===== src/acc_regs.vh =====
// register map, field positions and reset values of the comparator control
// Summary of operation
// output level high when plus terminal above minus terminal, comparator powered
// software power-on bit switches the comparator on or off
// comparator off: output level held low regardless of inputs
// swap bit exchanges terminal inputs and inverts the output
// filter select bit chooses filtered or unfiltered output
// reference is applied to the terminal chosen by reference terminal select
// reference level field picks off, supply fractions, or fixed 0.55 V threshold
// input switch bits connect each terminal to its pin independently
// each set buffer disable bit disables that pin's digital input buffer
// event flag set on rising edge when polarity is 0, falling when 1
// interrupt request only while flag, event enable and global enable set
// flag clears when interrupt serviced, or by software write
// comparator output routed to the timer capture input
// exactly one event flag and one interrupt vector; code adds irq_stat_q and o_irq_line besides the flag and o_irq_req
// output synchronised before edge detection, one-cycle edge pulse
// swap clear: reference on plus when select 0, minus when 1
`ifndef ACC_REGS_VH
`define ACC_REGS_VH

// ****************************************
// register offsets
// ****************************************
`define ACC_ADDR_W 8
`define ACC_OFS_CTL1 8'h59
`define ACC_OFS_CTL2 8'h5a
`define ACC_OFS_PBD 8'h5b
`define ACC_OFS_IRQ 8'h5c
`define ACC_OFS_MASK 8'h5d

// ****************************************
// control one fields
// ****************************************
`define ACC_B_FLAG 0
`define ACC_B_EN 1
`define ACC_B_POL 2
`define ACC_B_ON 3
`define ACC_B_REFLO 4
`define ACC_B_REFHI 5
`define ACC_B_RSEL 6
`define ACC_B_SWAP 7

// ****************************************
// control two fields
// ****************************************
`define ACC_B_OUT 0
`define ACC_B_FILT 2
`define ACC_B_SW0 3
`define ACC_B_SW1 4
`define ACC_CTL2_WMASK 8'hfe

// ****************************************
// reference level, reset values, filter length and constant one
// ****************************************
`define ACC_REF_OFF 2'h0
`define ACC_RST_BYTE 8'h00
`define ACC_RST_BIT 1'b0
`define ACC_FILT_LEN 3'h4
`define ACC_ONE 1'b1

`endif


===== src/acc_top.v =====
// comparator control: registers, input routing, filter, event and interrupt
//
// Strobed register access was chosen for this implementation.
`timescale 1ns/100ps
`default_nettype none
`include "acc_regs.vh"

module acc_top (
	// clock and reset
	input wire i_mclk,
	input wire i_rst,
	input wire i_ce,
	// register port
	input wire [7:0] i_addr,
	input wire [7:0] i_wdata,
	input wire i_wr,
	input wire i_rd,
	output reg [7:0] o_rdata,
	// analog front end
	input wire i_raw_cmp,
	output wire o_cmp_power_on,
	output wire o_input_swap,
	output wire o_ref_on_plus,
	output wire o_ref_on_minus,
	output wire [1:0] o_reference_level_select,
	output wire [1:0] o_input_switch_select,
	output wire [7:0] o_pin_buffer_disable,
	// interrupt side
	input wire i_global_irq_enable,
	input wire i_irq_ack,
	output wire o_irq_req,
	output wire o_irq_line,
	// timer
	output wire o_timer_capture_input,
	output wire o_comparator_output_level
);

	reg [7:0] ctl1_q;
	reg [7:0] ctl2_q;
	reg [7:0] pbd_q;
	reg irq_stat_q;
	reg irq_mask_q;
	reg sync1_q;
	reg sync2_q;
	reg prev_q;
	reg [2:0] filt_cnt_q;
	reg filt_q;
	reg out_q;
	wire swap;
	wire cmp_in;
	wire cmp_level;
	wire rise;
	wire fall;
	wire edge_hit;

	function sel;
		input [7:0] a;
		input [7:0] ofs;
		begin
			sel = (a == ofs);
		end
	endfunction

	assign swap = ctl1_q[`ACC_B_SWAP];
	// ****************************************
	// analog steering
	// ****************************************
	assign o_cmp_power_on = ctl1_q[`ACC_B_ON];
	assign o_input_swap = swap;
	// reference side flips with the swap
	assign o_ref_on_plus = (ctl1_q[`ACC_B_REFHI:`ACC_B_REFLO] != `ACC_REF_OFF)
		& ~(ctl1_q[`ACC_B_RSEL] ^ swap);
	assign o_ref_on_minus = (ctl1_q[`ACC_B_REFHI:`ACC_B_REFLO] != `ACC_REF_OFF)
		& (ctl1_q[`ACC_B_RSEL] ^ swap);
	assign o_reference_level_select =
		ctl1_q[`ACC_B_REFHI:`ACC_B_REFLO];
	assign o_input_switch_select =
		{ctl2_q[`ACC_B_SW1], ctl2_q[`ACC_B_SW0]};
	assign o_pin_buffer_disable = pbd_q;

	// ****************************************
	// output path
	// ****************************************
	// raw level is asynchronous; only sync2 is used downstream
	assign cmp_in = sync2_q ^ swap;
	assign cmp_level = ctl2_q[`ACC_B_FILT] ? filt_q : cmp_in;
	assign o_comparator_output_level = out_q;
	assign o_timer_capture_input = out_q;
	assign rise = out_q & ~prev_q;
	assign fall = ~out_q & prev_q;
	assign edge_hit = ctl1_q[`ACC_B_POL] ? fall : rise;

	always @(posedge i_mclk or posedge i_rst) begin
		if (i_rst) begin
			sync1_q <= `ACC_RST_BIT;
			sync2_q <= `ACC_RST_BIT;
			prev_q <= `ACC_RST_BIT;
			out_q <= `ACC_RST_BIT;
			filt_q <= `ACC_RST_BIT;
			filt_cnt_q <= 3'h0;
		end else if (i_ce) begin
			sync1_q <= i_raw_cmp;
			sync2_q <= sync1_q;
			// digital stand-in for the rc filter: level must hold a while
			if (cmp_in == filt_q) begin
				filt_cnt_q <= 3'h0;
			end else if (filt_cnt_q == `ACC_FILT_LEN) begin
				filt_q <= cmp_in;
				filt_cnt_q <= 3'h0;
			end else begin
				filt_cnt_q <= filt_cnt_q + 3'h1;
			end
			out_q <= ctl1_q[`ACC_B_ON] & cmp_level;
			prev_q <= out_q;
		end
	end

	// ****************************************
	// interrupt
	// ****************************************
	// an event sets both the control one flag and irq_stat_q; requests go out on o_irq_req and o_irq_line
	assign o_irq_req = ctl1_q[`ACC_B_FLAG] & ctl1_q[`ACC_B_EN]
		& i_global_irq_enable;
	assign o_irq_line = irq_stat_q & irq_mask_q;

	// ****************************************
	// registers
	// ****************************************
	always @(posedge i_mclk or posedge i_rst) begin
		if (i_rst) begin
			ctl1_q <= `ACC_RST_BYTE;
			ctl2_q <= `ACC_RST_BYTE;
			pbd_q <= `ACC_RST_BYTE;
			irq_stat_q <= `ACC_RST_BIT;
			irq_mask_q <= `ACC_RST_BIT;
		end else if (i_ce) begin
			if (i_wr && sel(i_addr, `ACC_OFS_CTL1)) begin
				ctl1_q <= i_wdata;
			end
			if (i_irq_ack) begin
				ctl1_q[`ACC_B_FLAG] <= `ACC_RST_BIT;
			end
			// edge wins over any clear in the same cycle
			if (edge_hit) begin
				ctl1_q[`ACC_B_FLAG] <= `ACC_ONE;
			end
			if (i_wr && sel(i_addr, `ACC_OFS_CTL2)) begin
				ctl2_q <= i_wdata & `ACC_CTL2_WMASK;
			end
			if (i_wr && sel(i_addr, `ACC_OFS_PBD)) begin
				pbd_q <= i_wdata;
			end
			if (i_wr && sel(i_addr, `ACC_OFS_MASK)) begin
				irq_mask_q <= i_wdata[0];
			end
			if (i_wr && sel(i_addr, `ACC_OFS_IRQ) && i_wdata[0]) begin
				irq_stat_q <= `ACC_RST_BIT;
			end
			if (edge_hit) begin
				irq_stat_q <= `ACC_ONE;
			end
		end
	end

	always @(posedge i_mclk or posedge i_rst) begin
		if (i_rst) begin
			o_rdata <= `ACC_RST_BYTE;
		end else if (i_ce) begin
			o_rdata <= `ACC_RST_BYTE;
			if (i_rd) begin
				if (sel(i_addr, `ACC_OFS_CTL1)) begin
					o_rdata <= ctl1_q;
				end else if (sel(i_addr, `ACC_OFS_CTL2)) begin
					o_rdata <= {ctl2_q[7:1], out_q};
				end else if (sel(i_addr, `ACC_OFS_PBD)) begin
					o_rdata <= pbd_q;
				end else if (sel(i_addr, `ACC_OFS_IRQ)) begin
					o_rdata <= {7'h00, irq_stat_q};
				end else if (sel(i_addr, `ACC_OFS_MASK)) begin
					o_rdata <= {7'h00, irq_mask_q};
				end
			end
		end
	end

endmodule
`default_nettype wire


===== config.mk =====
export PLATFORM = sky130hd
export DESIGN_NAME = acc_top
export DESIGN_NICKNAME = d
export VERILOG_FILES = /design/src/acc_top.v
export VERILOG_INCLUDE_DIRS = /design/src
export SDC_FILE = /design/constraint.sdc
export NUM_CORES = 1
export LEC_CHECK = 0
export BUFFER_PORTS_ARGS = -buffer_cell sky130_fd_sc_hd__buf_2
export CAP_MARGIN = 25
export CORE_ASPECT_RATIO = 1.5
export CORE_UTILIZATION = 55
export CTS_CLUSTER_SIZE = 10
export DETAILED_ROUTE_END_ITERATION = 10
export GPL_ROUTABILITY_DRIVEN = 0
export PLACE_DENSITY = 0.82
export SYNTH_ARGS = -nofsm -noshare
export SYNTH_HDL_FRONTEND = slang
export SYNTH_SLANG_ARGS = --single-unit

===== constraint.sdc =====
create_clock -name i_mclk -period 1.8 [get_ports i_mclk]
set_input_delay 0 -clock i_mclk [delete_from_list [all_inputs] [get_ports i_mclk]]
set_output_delay 0 -clock i_mclk [all_outputs]
set_load 0.1 [all_outputs]

==> results_dict.tcl <==
set metrics [dict create \
    rsz0062_at_grt "false" \
    finClkSkew_ps 2.57 \
    dr.first_iter.drc_count 28 \
    sw_frac_of_total_pct 28.5 \
    vias 1616 \
    fp.dieW_um 51.8 \
    synth_compound_area_share_pct 9.61 \
    pwr-share-comb_pct 18.8 \
    setup_viol 0 \
    synthSimpleGateAreaFrac_pct 17.0 \
    clk_path_buf_depth 2 \
    crit_slowest_cell "dfrtp_1" \
    p_int_mw 1.47 \
    max_cap_violations 0 \
    layout_min_cycle_time_ps 1580 \
    yosysTopAreaCell "dfrtp_1" \
    pwr-share-clk_pct 31.1 \
    finalNetCount 266 \
    synth.top_cell.area_share_pct 50.2 \
    hpwl_um 3100 \
    syn2layout_area_growth_pct 22.8 \
    cts-htree-levels 2 \
    drc_errors 0 \
    synthAdderAreaFrac_pct 1.22 \
    mostFrequentLayoutCells "buf_2 (51), dfrtp_1 (41), mux2_2 (19), nor2_1 (17), nand2_1 (12)" \
    track_usage_pct 25.5 \
    dr.pass1.iters 4 \
    hp-class "in2reg" \
    cts_sinks 41 \
    worst_ep_arrival_time_ps 1580 \
    syn-cell-area_um2 2040 \
    max_freq_ghz 0.634 \
    routed_wirelength_um 4450 \
    p_sw_mw 0.586 \
    synth_seq_cells 41 \
    slowest_delay_ps 470 \
    final-instance-count-excl-fill 283 \
    synthCells 179 \
    clk_pin_slew_ps 70 \
    worstPathCellList "xor2_1, o21a_1, buf_2" \
    port-buffer-count 51 \
    cts_tree "yes" \
    drive_gt1_share_pct 39.8 \
    synth_mux_area_share_pct 15.6 \
    critPathKind "reg2out" \
    slew_violations 0 \
    ant_nets 0 \
    fin_crit_sh_pct 87.6 \
    critPathBufInv 1 \
    peakVddDrop_v 0.000699 \
    cellPowerDensity_nw_per_um2 819 \
    nFillCells 272 \
    synth_top_family_by_area "simple AND/OR/NAND/NOR gates" \
    tightest_slew_ps 498 \
    synth_edf_count 0 \
    core_area_um2 3480 \
    crit_family "flip-flops" \
    clock_latency_ps 290 \
    synth_ff_type "dfrtp_1" \
    cts_inserted_buffers 5 \
    fp-row-count 26 \
    overflow 0 \
    status "complete, no violations" \
    synth_xor_area_share_pct 1.29 \
    fin_util_pct 72.1 \
    syn_nets 205 \
    cts_setup_buffers 0 \
    seq_area_um2 1030 \
    end_kind "output port" \
    multiInputGateArea_um2 917 \
    grt_max_degree 42 \
    finalPower_mw 2.05 \
    crit_required_ps 1800 \
    cp-start-kind "flop" \
    avgSynthCellArea_um2 11.4 \
    start_util_pct 58.7 \
    synth_cell_type_count 39 \
    p_leak_nw 1.31 \
    dpl.cell_count 265 \
    power_frac_seq_pct 50.0 \
    cts-root-buf "clkbuf_8" \
    ys_top_cells_by_area "dfrtp_1 (50%), mux2_2 (10%), mux2_4 (5.1%)" \
    antenna_found_initial 0 \
    async_flop_share_pct 100 \
    die_h_um 76.7 \
    yosysWarnings 0 \
    dieArea_um2 3970 \
    synth-seq-area-share_pct 50.2 \
    via_per_inst 5.71 \
    hold_viol_final 0 \
    ios 52 \
    slew_headroom_pct 66.8 \
    grt_pass1_vias 1645 \
    final_common_cell "buf_2" \
    critPathMaxFanout 5 \
    wire_per_inst_um 15.7 \
    antenna_cells 0 \
    grt_pass1_wl_um 7570 \
]
==> timing repair <==
action | CTS | global route
endpoints found under the hold margin | 65 | 0
resized for setup | 0 | 0
hold buffers | 10 | 0
==> power groups by stage <==
stage | clock network (mW) | logic (mW) | registers, mW
2_1_floorplan | 0 | 0.228 | 1.09
3_3_place_gp | 0 | 0.353 | 1.04
3_5_place_dp | 0 | 0.372 | 1.05
4_1_cts | 0.649 | 0.390 | 1.03
5_1_grt | 0.683 | 0.423 | 1.04
6_report | 0.639 | 0.387 | 1.03
==> registers in the layout (all words and copies together) (netlist names) <==
name                       flops
ctl1_q                         8
irq_mask_q                     1
o_rdata                        8
sync1_q                        1
o_comparator_output_level      1
sync2_q                        1
filt_cnt_q                     3
o_pin_buffer_disable           8
ctl2_q                         7
filt_q                         1
irq_stat_q                     1
prev_q                         1
==> logic make-up (layout without fill, tap and decap cells) <==
logic type,count (synthesis),in the layout
XOR/XNOR,3,3
multiplexers,26,26
AO/OA/AOI/OAI,30,30
AND/OR/NAND/NOR,59,59
flip-flops,41,41
buffers and inverters,18,80
adder cells (fa/ha/maj),2,2
==> area by class of cell <==
type | count | share of cell area [%]
repair buffers | 65 | 15.4
well taps | 42 | 2.09
inverters | 7 | 1.05
clock buffers | 7 | 3.84
clock inverters | 1 | 0.200
flip-flops and latches | 41 | 40.9
multi-input cells | 120 | 36.6
==> path summary, 6_finish.rpt <==
kind,startpoint,end,slack (ps),cells past startpoint
worst min-delay path,i_rd,o_rdata[0]$_DFFE_PP0P_,40,3
worst max-delay path,ctl1_q[7]$_DFFE_PP0P_,o_ref_on_minus,220,3
worst max register to register,ctl1_q[7]$_DFFE_PP0P_,filt_cnt_q[2]$_DFFE_PP0P_,520,3
worst min register to register,o_rdata[3]$_DFFE_PP0P_,o_rdata[3]$_DFFE_PP0P_,490,2
max in group asynchronous,i_rst,o_comparator_output_level$_DFFE_PP0P_,1080,4
min in group asynchronous,i_rst,ctl2_q[6]$_DFFE_PP0P_,380,4
==> worst reg2reg max path, stage by stage (launching register included) <==
cell	delay [ps]
dfrtp_1	470
xnor2_1	300
xor2_1	260
o22ai_1	120
==> stage by stage <==
stage	setup slack, ps	instance area (um^2)	setup TNS [ps]	hold slack (ps)
2_1_floorplan	-224	2050	-430	148
3_3_place_gp	483	2310	0	147
3_5_place_dp	466	2310	0	148
4_1_cts	210	2510	0	41.3
5_1_grt	143	2510	0	71.6
6_report	223	2510	0	44.6
==> cell usage after synthesis (2+ instances only) <==
library cell / number
nor2_1: 18
buf_4: 5
inv_1: 7
a21oi_1: 8
mux2_4: 7
clkbuf_1: 3
o22ai_1: 5
nand2b_1: 8
nand3_1: 4
mux2_2: 19
ha_1: 2
dfrtp_1: 41
o21ai_0: 5
nor2b_1: 3
xor2_1: 2
nand2_1: 12
o41ai_1: 7
buf_6: 2
==> routing by layer <==
layer  part of all wire [%]  track usage (%)
met1                     42             30.8
met3                    4.2             5.36
met2                     53             43.6
met4                    1.5             8.92
met5                      0                0
Note: power is estimated with default switching activity, not from simulation.
